`src/common/sswd_pkg.sv`:
```
package sswd_pkg;

	// ----------------------------------------
	// Timebase and timing
	// ----------------------------------------
	localparam int SSWD_CLK_KHZ = 200000;
	localparam int SSWD_RESET_TIMEOUT_MS = 200;
	// Watchdog timeout, 1.6 sec
	localparam int SSWD_WATCHDOG_TIMEOUT_MS = 1600;
	localparam longint SSWD_RESET_CYCLES = longint'(SSWD_RESET_TIMEOUT_MS) * SSWD_CLK_KHZ;
	localparam longint SSWD_WATCHDOG_CYCLES = longint'(SSWD_WATCHDOG_TIMEOUT_MS) * SSWD_CLK_KHZ;
	localparam int SSWD_TIMER_WIDTH = 32;

	// ----------------------------------------
	// Synchronised input vector layout
	// ----------------------------------------
	localparam int SSWD_SYNC_WIDTH = 7;
	localparam int SSWD_BIT_BELOW_RESET = 0;
	localparam int SSWD_BIT_BELOW_CELL = 1;
	localparam int SSWD_BIT_WARN_FALL = 2;
	localparam int SSWD_BIT_WARN_RISE = 3;
	localparam int SSWD_BIT_WATCHDOG = 4;
	localparam int SSWD_BIT_WATCHDOG_MID = 5;
	localparam int SSWD_BIT_CHIP_ENABLE = 6;
	// Assume low supply, floating watchdog, idle chip enable
	localparam logic [SSWD_SYNC_WIDTH-1:0] SSWD_SYNC_INIT = 7'h67;

	// ----------------------------------------
	// Supervisor states
	// ----------------------------------------
	typedef enum logic [1:0] {
		SSWD_HOLD = 2'b01,
		SSWD_RUN = 2'b10
	} sswd_state_t;

	localparam sswd_state_t SSWD_STATE_INIT = SSWD_HOLD;

endpackage

```
`src/core/sswd_supervisor.sv`:
```
`timescale 1ns/100ps
// What this block does
// - Active-high reset is always active-low's complement
// - Disabled gate drives chip-enable output high
// - Stalled watchdog input forces a reset timeout
// - Floating watchdog input disables the watchdog
// - Backup cell only when below threshold and cell
// - Main supply otherwise feeds the RAM output
// - Reset held at least the reset timeout
// - Supply dip restarts the reset timeout
// - Warning low below raised threshold, with hysteresis
// - Cell above main supply alone never resets
// - Watchdog timer cleared by reset or toggle
// - Watchdog idle during reset, counts after release
// - Chip-enable passes only outside reset
module sswd_supervisor
	import sswd_pkg::*;
#(
	parameter longint RESET_CYCLES = sswd_pkg::SSWD_RESET_CYCLES,
	parameter longint WATCHDOG_CYCLES = sswd_pkg::SSWD_WATCHDOG_CYCLES,
	parameter int TIMER_WIDTH = sswd_pkg::SSWD_TIMER_WIDTH
) (
	input wire logic mclk,
	input wire logic reset_n,
	input wire logic below_reset_cmp,
	input wire logic below_cell_cmp,
	input wire logic warn_fall_cmp,
	input wire logic warn_rise_cmp,
	input wire logic watchdog_input,
	input wire logic watchdog_mid_cmp,
	input wire logic chip_enable_in_n,
	output logic reset_out_n,
	output logic reset_out,
	output logic low_supply_warning_n,
	output logic backup_select,
	output logic chip_enable_out_n
);
	import sswd_pkg::*;

	// ----------------------------------------
	// Parameter checks
	// ----------------------------------------
	generate
		if (RESET_CYCLES < 2 || WATCHDOG_CYCLES < 2) begin : g_bad_cycles
			$error("sswd_supervisor timeouts must be at least two cycles");
		end
		if (TIMER_WIDTH < 2 || TIMER_WIDTH > 63) begin : g_bad_width
			$error("sswd_supervisor TIMER_WIDTH out of range");
		end
	endgenerate

	// ----------------------------------------
	// Reset release
	// ----------------------------------------
	logic rst_meta_reg;
	logic rst_q_reg;

	// Assert at once, release on the second edge
	always_ff @(posedge mclk or negedge reset_n) begin
		if (!reset_n) begin
			rst_meta_reg <= 1'b0;
			rst_q_reg <= 1'b0;
		end else begin
			rst_meta_reg <= 1'b1;
			rst_q_reg <= rst_meta_reg;
		end
	end

	// ----------------------------------------
	// Input synchronisation
	// ----------------------------------------
	wire logic [SSWD_SYNC_WIDTH-1:0] raw_in = {
		chip_enable_in_n,
		watchdog_mid_cmp,
		watchdog_input,
		warn_rise_cmp,
		warn_fall_cmp,
		below_cell_cmp,
		below_reset_cmp
	};
	logic [SSWD_SYNC_WIDTH-1:0] filt;

	sswd_sync #(
		.WIDTH(SSWD_SYNC_WIDTH),
		.INIT(SSWD_SYNC_INIT)
	) u_sync (
		.clk(mclk),
		.rst_n(rst_q_reg),
		.d(raw_in),
		.q(filt)
	);

	wire logic below_reset = filt[SSWD_BIT_BELOW_RESET];
	wire logic below_cell = filt[SSWD_BIT_BELOW_CELL];
	wire logic warn_fall = filt[SSWD_BIT_WARN_FALL];
	wire logic warn_rise = filt[SSWD_BIT_WARN_RISE];
	wire logic wd_level = filt[SSWD_BIT_WATCHDOG];
	wire logic wd_mid = filt[SSWD_BIT_WATCHDOG_MID];
	wire logic ce_in_n = filt[SSWD_BIT_CHIP_ENABLE];

	// ----------------------------------------
	// Supervisor state and timers
	// ----------------------------------------
	sswd_state_t state_reg;
	sswd_state_t state_next;
	logic wd_prev_reg;
	logic [TIMER_WIDTH-1:0] rst_count;
	logic [TIMER_WIDTH-1:0] wd_count;
	logic rst_expired;
	logic wd_expired;

	wire logic in_hold = (state_reg == SSWD_HOLD);
	wire logic in_run = (state_reg == SSWD_RUN);
	wire logic wd_toggle = (wd_level != wd_prev_reg);
	wire logic wd_fire = wd_expired && in_run && !wd_mid;
	wire logic rst_clear = below_reset || in_run;
	wire logic wd_clear = !in_run || wd_toggle || wd_mid;
	wire logic wd_run = in_run && !wd_mid;

	sswd_timer #(
		.WIDTH(TIMER_WIDTH),
		.LIMIT(RESET_CYCLES)
	) u_reset_timer (
		.clk(mclk),
		.rst_n(rst_q_reg),
		.clear(rst_clear),
		.run(in_hold),
		.count(rst_count),
		.expired(rst_expired)
	);

	sswd_timer #(
		.WIDTH(TIMER_WIDTH),
		.LIMIT(WATCHDOG_CYCLES)
	) u_watchdog_timer (
		.clk(mclk),
		.rst_n(rst_q_reg),
		.clear(wd_clear),
		.run(wd_run),
		.count(wd_count),
		.expired(wd_expired)
	);

	// Backup cell level alone plays no part in leaving run
	always_comb begin
		state_next = state_reg;
		case (state_reg)
			SSWD_HOLD: begin
				if (rst_expired && !below_reset) begin
					state_next = SSWD_RUN;
				end
			end
			SSWD_RUN: begin
				if (below_reset || wd_fire) begin
					state_next = SSWD_HOLD;
				end
			end
			default: begin
				state_next = SSWD_HOLD;
			end
		endcase
	end

	// ----------------------------------------
	// Output logic
	// ----------------------------------------
	logic reset_out_n_reg;
	logic reset_out_reg;
	logic warn_n_reg;
	logic warn_n_next;
	logic backup_reg;
	logic ce_out_n_reg;

	// Reset and chip-enable outputs follow the next state, so they move together
	wire logic reset_active_next = (state_next == SSWD_HOLD);
	wire logic backup_next = below_reset && below_cell;
	wire logic ce_out_n_next = reset_active_next ? 1'b1 : ce_in_n;

	// Fall threshold sets warning, rise threshold releases it
	always_comb begin
		warn_n_next = warn_n_reg;
		if (warn_fall) begin
			warn_n_next = 1'b0;
		end else if (warn_rise) begin
			warn_n_next = 1'b1;
		end
	end

	always_ff @(posedge mclk or negedge rst_q_reg) begin
		if (!rst_q_reg) begin
			state_reg <= SSWD_STATE_INIT;
			wd_prev_reg <= 1'b0;
			reset_out_n_reg <= 1'b0;
			reset_out_reg <= 1'b1;
			warn_n_reg <= 1'b0;
			backup_reg <= 1'b0;
			ce_out_n_reg <= 1'b1;
		end else begin
			state_reg <= state_next;
			wd_prev_reg <= wd_level;
			reset_out_n_reg <= ~reset_active_next;
			reset_out_reg <= reset_active_next;
			warn_n_reg <= warn_n_next;
			backup_reg <= backup_next;
			ce_out_n_reg <= ce_out_n_next;
		end
	end

	assign reset_out_n = reset_out_n_reg;
	assign reset_out = reset_out_reg;
	assign low_supply_warning_n = warn_n_reg;
	assign backup_select = backup_reg;
	assign chip_enable_out_n = ce_out_n_reg;

	// ----------------------------------------
	// Checks
	// ----------------------------------------
	// Cycles with reset asserted, saturating
	logic [TIMER_WIDTH-1:0] hold_cnt_reg;
	localparam logic [TIMER_WIDTH-1:0] HOLD_MIN = TIMER_WIDTH'(RESET_CYCLES);
	wire logic hold_sat = &hold_cnt_reg;

	always_ff @(posedge mclk or negedge rst_q_reg) begin
		if (!rst_q_reg) begin
			hold_cnt_reg <= '0;
		end else if (!reset_out_reg) begin
			hold_cnt_reg <= '0;
		end else if (!hold_sat) begin
			hold_cnt_reg <= hold_cnt_reg + 1'b1;
		end
	end
endmodule

```
`src/core/sswd_sync.sv`:
```
`timescale 1ns/100ps
module sswd_sync #(
	parameter int WIDTH = 1,
	parameter logic [WIDTH-1:0] INIT = '0
) (
	input wire logic clk,
	input wire logic rst_n,
	input wire logic [WIDTH-1:0] d,
	output logic [WIDTH-1:0] q
);
	logic [WIDTH-1:0] s1_reg;
	logic [WIDTH-1:0] s2_reg;
	logic [WIDTH-1:0] s3_reg;
	logic [WIDTH-1:0] q_reg;
	logic [WIDTH-1:0] q_next;
	wire logic [WIDTH-1:0] differ = s2_reg ^ s3_reg;

	generate
		if (WIDTH < 1) begin : g_bad
			$error("sswd_sync needs WIDTH of at least 1");
		end
	endgenerate

	// Take the new level only where the last two stages agree
	assign q_next = (~differ & s3_reg) | (differ & q_reg);
	assign q = q_reg;

	always_ff @(posedge clk or negedge rst_n) begin
		if (!rst_n) begin
			s1_reg <= INIT;
			s2_reg <= INIT;
			s3_reg <= INIT;
			q_reg <= INIT;
		end else begin
			s1_reg <= d;
			s2_reg <= s1_reg;
			s3_reg <= s2_reg;
			q_reg <= q_next;
		end
	end
endmodule

```
`src/core/sswd_timer.sv`:
```
`timescale 1ns/100ps
module sswd_timer #(
	parameter int WIDTH = 32,
	parameter longint LIMIT = 16
) (
	input wire logic clk,
	input wire logic rst_n,
	input wire logic clear,
	input wire logic run,
	output logic [WIDTH-1:0] count,
	output logic expired
);
	localparam logic [WIDTH-1:0] LIM = WIDTH'(LIMIT);
	logic [WIDTH-1:0] count_reg;
	logic [WIDTH-1:0] count_next;
	wire logic at_limit = (count_reg == LIM);

	generate
		if (LIMIT < 1 || WIDTH < 1 || WIDTH > 63 ||
				(WIDTH < 63 && LIMIT >= (longint'(1) << WIDTH))) begin : g_bad
			$error("sswd_timer LIMIT does not fit WIDTH");
		end
	endgenerate

	// Clear wins; count saturates at the limit
	assign count_next = clear ? '0 : ((run && !at_limit) ? count_reg + 1'b1 : count_reg);
	assign count = count_reg;
	assign expired = at_limit;

	always_ff @(posedge clk or negedge rst_n) begin
		if (!rst_n) begin
			count_reg <= '0;
		end else begin
			count_reg <= count_next;
		end
	end
endmodule

```
`config.mk`:
```
export PLATFORM = sky130hd
export DESIGN_NAME = sswd_supervisor
export DESIGN_NICKNAME = d
export VERILOG_FILES = /design/src/common/sswd_pkg.sv /design/src/core/sswd_supervisor.sv /design/src/core/sswd_sync.sv /design/src/core/sswd_timer.sv
export SDC_FILE = /design/constraint.sdc
export NUM_CORES = 1
export LEC_CHECK = 0
export ABC_CLOCK_PERIOD_IN_PS = 3300
export BUFFER_PORTS_ARGS = -buffer_cell sky130_fd_sc_hd__buf_4
export CORE_MARGIN = 4
export CORE_UTILIZATION = 50
export DETAILED_ROUTE_END_ITERATION = 10
export GPL_TIMING_DRIVEN = 0
export PLACE_DENSITY_LB_ADDON = 0.15
export SYNTH_ARGS = -nofsm -noshare
export SYNTH_HDL_FRONTEND = slang
export SYNTH_SLANG_ARGS = --single-unit
export TNS_END_PERCENT = 20
```
`constraint.sdc`:
```
create_clock -name mclk -period 3.3 [get_ports mclk]
set_input_delay 0.165 -clock mclk [delete_from_list [all_inputs] [get_ports mclk]]
set_output_delay 0.165 -clock mclk [all_outputs]
set_load 0.02 [all_outputs]
```
Word level (Yosys, flattened, before mapping)
Index checks and enable logic that the tools add are counted.
{"block": "totals", "ff_bits": 102, "inputBits": 9, "wordCells": 58}
{"block": "op_classes", "add_sub_neg": 2, "n_eq_ne": 6, "mux": 10, "n_bitwise": 6, "n_reduce_logical": 19}
{"cell": "two-way mux 32 bit", "count": 4}
{"cell": "adder 32 x 1 -> 32 bit (second input constant)", "count": 2}
{"cell": "equality test 32 x 26 -> 1 bit (second input constant)", "count": 1}
{"cell": "equality test 32 x 29 -> 1 bit (second input constant)", "count": 1}
{"cell": "bitwise AND 7 bit", "count": 2}
{"cell": "logical AND 1 bit", "count": 7}
{"cell": "NOT 7 bit", "count": 1}
{"cell": "OR 7 bit", "count": 1}
{"cell": "XOR 7 bit", "count": 1}
{"cell": "nonzero test 2 bit", "count": 3}
{"cell": "logical NOT 1 bit", "count": 5}
{"cell": "equality test 2 x 1 -> 1 bit (second input constant)", "count": 2}
{"cell": "logical OR 1 bit", "count": 4}
{"cell": "two-way mux 2 bit", "count": 2}
{"cell": "one-hot mux 2 bit (2 select lines)", "count": 1}
{"cell": "two-way mux 1 bit", "count": 3}
{"cell": "equality test 2 bit (second input constant)", "count": 1}
{"cell": "!= test 1 bit", "count": 1}
{"cell": "NOT 1 bit", "count": 1}

Logic depth before layout (Yosys ltp)
{"block": "depth", "word_depth": 8, "depth_mapped": 9, "mapped_depth_nobuf": 7}

By module
From an unflattened synthesis, not the netlist that was laid out.
{"block": "hier_totals", "hier_cells": 470, "hier_area_um2": 4895.9}
{"mod": "sswd_timer at u_watchdog_timer", "instances": 1, "cells_per_inst": 212, "area_each_um2": 1921.8, "seq_area_each_um2": 800.8}
{"mod": "sswd_timer at u_reset_timer", "instances": 1, "cells_per_inst": 186, "area_each_um2": 1740.4, "seq_area_each_um2": 800.8}
{"mod": "sswd_sync", "instances": 1, "cells_per_inst": 35, "area_each_um2": 804.5, "seq_area_each_um2": 725.7}
{"mod": "sswd_supervisor", "instances": 1, "cells_per_inst": 37, "area_each_um2": 429.2, "seq_area_each_um2": 254.0}

Least setup slack after synthesis
No wires, ideal clock.
{"block": "synth_timing", "path_type": "register -> register", "from": "reg state_reg[0]", "to": "reg reset_out_n_reg (netlist: reset_out_n)", "setup_time_ps": 118, "arrival_ps": 2251, "slack_ps": 930, "path_stages_with_launch": 8, "n_path_buf": 1, "period_less_slack_ps": 2370, "cell_sequence": "dfstp_2 -> inv_1 -> ha_1 -> or4b_1 -> or4_1 -> buf_2 -> a311o_1 -> a21o_1"}
{"block": "synth_between", "elab_chain_cells": 8, "elab_cells_between_ends": 10, "cone_classes": "eq/ne: 3; mux: 3; bitwise: 1; reduce/logical: 3"}
{"item": "from (decl)", "line": "sswd_supervisor.sv:104", "source": "sswd_state_t state_reg;"}
{"item": "from (signal assigned)", "line": "sswd_supervisor.sv:199", "source": "state_reg <= state_next;"}
{"item": "equality test 2 bit", "line": "sswd_supervisor.sv:113, sswd_supervisor.sv:147"}
{"item": "logical AND 1 bit (2 in series)", "line": "sswd_supervisor.sv:115", "source": "wire logic wd_fire = wd_expired && in_run && !wd_mid;"}
{"item": "logical OR 1 bit", "line": "sswd_supervisor.sv:154", "source": "if (below_reset || wd_fire) begin"}
{"item": "two-way mux 2 bit", "line": "sswd_supervisor.sv:154"}
{"item": "one-hot mux 2 bit (2 select lines) *", "line": "sswd_supervisor.sv:147", "source": "case (state_reg)"}
{"item": "equality test 2 x 1 -> 1 bit *", "line": "sswd_supervisor.sv:175", "source": "wire logic reset_active_next = (state_next == SSWD_HOLD);"}
{"item": "NOT 1 bit *", "line": "sswd_supervisor.sv:201", "source": "reset_out_n_reg <= ~reset_active_next;"}
{"item": "to (signal assigned)", "line": "sswd_supervisor.sv:201"}
{"item": "to (decl)", "line": "sswd_supervisor.sv:167", "source": "logic reset_out_n_reg;"}
Mark *: on every way between the ends. The rest lies on a longest branch, timed or not.
A chain may end at the register's enable or synchronous reset.

Final worst setup path
{"block": "layout_timing", "from": "reg state_reg[0]", "to": "reg u_reset_timer.count_reg[27] (netlist: u_reset_timer.count[27])"}
{"block": "layout_between", "elab_chain_cells": 3, "elab_cells_between_ends": 6, "cone_classes": "eq/ne: 2; mux: 1; reduce/logical: 3"}
{"item": "equality test 2 bit / equality test 2 x 1 -> 1 bit (equally long branches)", "line": "sswd_supervisor.sv:113, sswd_supervisor.sv:112"}
{"item": "logical OR 1 bit / logical AND 1 bit (equally long branches)", "line": "sswd_supervisor.sv:116, sswd_timer.sv:26"}
{"item": "two-way mux 32 bit / nonzero test 2 bit (equally long branches)"}
{"item": "to (signal assigned)", "line": "sswd_timer.sv:34", "source": "count_reg <= count_next;"}
{"item": "to (decl)", "line": "sswd_timer.sv:14", "source": "logic [WIDTH-1:0] count_reg;"}
Several ways; a longest one is shown, not always the timed one.

==> flow_summary.toml <==
[grt]
grt-ovfl-total = 0
grt_pass1_vias = 3273
grt_pass1_wl_mm = 15.1
antenna_found_initial = 0
grt_max_degree = 64
grtUsageTotal_pct = 16.9

[clock_network]
cts_buffers = 9
clock_sink_count = 102
clockBufferDepth = 2
htreeDepth = 3
cts_tree = "yes"
cts_root_buf = "clkbuf_8"
clk_latency_ps = 380
clk_pin_slew_ps = 110
ctsResizeCount = 0

[synthesis]
synth_edf_count = 0
avgSynthCellArea_um2 = 10.6
synth_flop_cell = "dfrtp_1"
ys_types = 44
synth_seq_cells = 102
syn-num-nets = 450
synthArstFlopShare_pct = 100
synthCells = 435
synth_area_mm2 = 0.00459
ys_seq_area_share_pct = 56.2
ys_warn_count = 0

[timing]
rsz0062_at_grt = "no"
maxSlewHeadroom_pct = 52.6
fin_skew_ps = 13.8
fin_crit_ps = 2800
fin_crit_sh_pct = 84.8
setup-violations-final = 0
final_hold_viol_count = 0
tightest_slew_ps = 706
drv_slew = 0
fmax_ghz = 0.357

[layout]
fin_util_pct = 58.2
layout.nets = 483
syn_to_final_growth_pct = 12.1
diodes = 0
mostFrequentLayoutCells = "78 x dfrtp_1, 58 x nor2_1, 26 x nand2_1, 26 x xnor2_1, 23 x dfstp_2"
design_area_mm2 = 0.00515
layout-drive-gt1-share_pct = 13.3
final_common_cell = "dfrtp_1"
fill_cells = 750

[run_status]
status = "complete, no violations"

[worst_setup_path]
crit_type = "flop to flop"
ff2ff_path_depth = 8
critPathSlowestCell = "dfstp_2"
crit_end = "u_reset_timer.count[27]$_DFFE_PN0P_"
slowest_delay_ps = 570
crit_arrival_ps = 3110
crit_cells = 8
rr_endpoint = "u_reset_timer.count[27]$_DFFE_PN0P_"
crit_path_max_fanout = 10
r2r_start = "state_reg[0]$_DFF_PN1_"
worstSetupStartpoint = "state_reg[0]$_DFF_PN1_"
critPathTopFamily = "simple AND/OR/NAND/NOR gates"
crit_path_cell_trace = "ha_1 > and4_1 > and4_1 > clkbuf_1 > nand4_1 > clkbuf_1 > or4_1 > nand2_1"
endpoint_kind = "flop"
start_kind = "flop"
required_ps = 3610
rrSetupSlack_ps = 500
worst-path-buf-inv = 2

[route]
wl_met1_mm = 4.02
antenna_left = 0
wl_mm = 8.43
met2WireLength_mm = 4.17
highest_layer = "met4"
drcViolationCount = 0
vias_per_cell = 5.56
num_vias = 3229
first_pass_iters = 4
drt_iter0_drc = 133
wl_met3_um = 174
wl_per_cell_um = 14.5

[pwr]
p_leak_nw = 2.04
ir_drop_mv = 0.325
power_density_mw_per_mm2 = 432
finalPower_mw = 2.22

[placed_design]
dpl_cell_area_mm2 = 0.00486
io_buffers = 13
gp_congestion = 0.787
place_hpwl_mm = 5.73

[die]
die_h_um = 104
fp.dieW_um = 104
core_area_mm2 = 0.00885
start_util_pct = 51.9
die_area_mm2 = 0.0108
pin_count = 14
rows = 34

[job]
max-cap-violations = 0

[hold_path]
holdCritPathClass = "primary input to asynchronous set/reset pin"
==> worst register-to-register path: cells and delay by family, from the launching register on <==
family,cells,cell delay (ps)
adders and majority gates,1,300
and+or+nand+nor,5,1280
buffers and inverters,2,600
DFF,1,570
==> routing by layer <==
metal	track usage [%]	up-vias
met5	0	-
met4	5.13	0
met3	3.73	7
met2	27.9	24
met1	22.4	1607
li1	-	1591
==> power by group <==
group          switching (mW)  leakage (nW)  total, mW  internal (mW)
Combinational          0.0561         0.624     0.0994         0.0433
Sequential             0.0309          1.31       1.33           1.29
Clock                   0.492         0.105      0.797          0.305
==> layout make-up <==
type | instances | area, µm² | share of cell area, %
buffer | 16 | 68.8 | 1.34
clock buffer | 9 | 124 | 2.41
clock inverter | 7 | 86.3 | 1.68
inverter | 19 | 71.3 | 1.39
multi-input combinational | 298 | 1870 | 36.3
sequential | 102 | 2580 | 50.2
tap | 108 | 135 | 2.63
timing repair buffer | 22 | 205 | 3.99
==> cells in the mapped netlist, drive strengths merged (8+ instances only) <==
| cell | number | share of area, % |
|---|---|---|
| xnor2 | 26 | 5.0 |
| clkbuf | 11 | 0.90 |
| dfrtp | 79 | 43 |
| nand2 | 26 | 2.1 |
| nor4 | 11 | 1.5 |
| nand4 | 17 | 2.3 |
| nor3 | 11 | 1.2 |
| nor2 | 58 | 4.7 |
| o21ai | 9 | 0.98 |
| dfstp | 23 | 13 |
| or4 | 11 | 1.8 |
| a21oi | 12 | 1.3 |
| inv | 19 | 1.6 |
| and3 | 8 | 1.1 |
| nor4b | 10 | 1.9 |
| xor2 | 20 | 3.8 |
| nand3 | 21 | 2.3 |
==> per-stage QoR <==
stage	worst slack [ps]	cells	hold slack [ps]	TNS, ps
after floorplan	288	435	-131	0
after global placement	-821	556	-52.0	-62660
after detailed placement	566	557	-50.0	0
after CTS	517	581	66.3	0
after global routing	254	581	71.7	0
final	502	581	85.2	0
==> worst min path at each step <==
stage / from / to / slack (ps) / depth (start not counted)
2_1_floorplan: reset_n / rst_meta_reg$_DFF_PN0_ / -130 / 0
6_report: reset_n / rst_q_reg$_DFF_PN0_ / 90 / 2
5_1_grt: reset_n / rst_q_reg$_DFF_PN0_ / 70 / 2
3_3_place_gp: reset_n / rst_meta_reg$_DFF_PN0_ / -50 / 1
3_5_place_dp: reset_n / rst_meta_reg$_DFF_PN0_ / -50 / 1
4_1_cts: reset_n / rst_q_reg$_DFF_PN0_ / 70 / 2
==> cell families (layout without fill, tap and decap cells) <==
group,Yosys count,after routing,synth area share [%]
compound gates,40,40,5.53
mux,2,2,0.436
simple gates,196,196,22.8
flops,102,102,56.2
fa+ha+maj,13,13,3.16
other cells,1,1,0.0817
buf+inv,35,73,3.05
xor+xnor,46,46,8.77
==> what timing repair did <==
| item | 4_1_cts | 5_1_grt |
|---|---|---|
| setup endpoints to repair | 0 | 0 |
| endpoints found under the hold margin | 9 | 0 |
| buffers inserted | 0 | 0 |
| hold buffers | 8 | 0 |
Note: power is estimated with default switching activity, not from simulation.
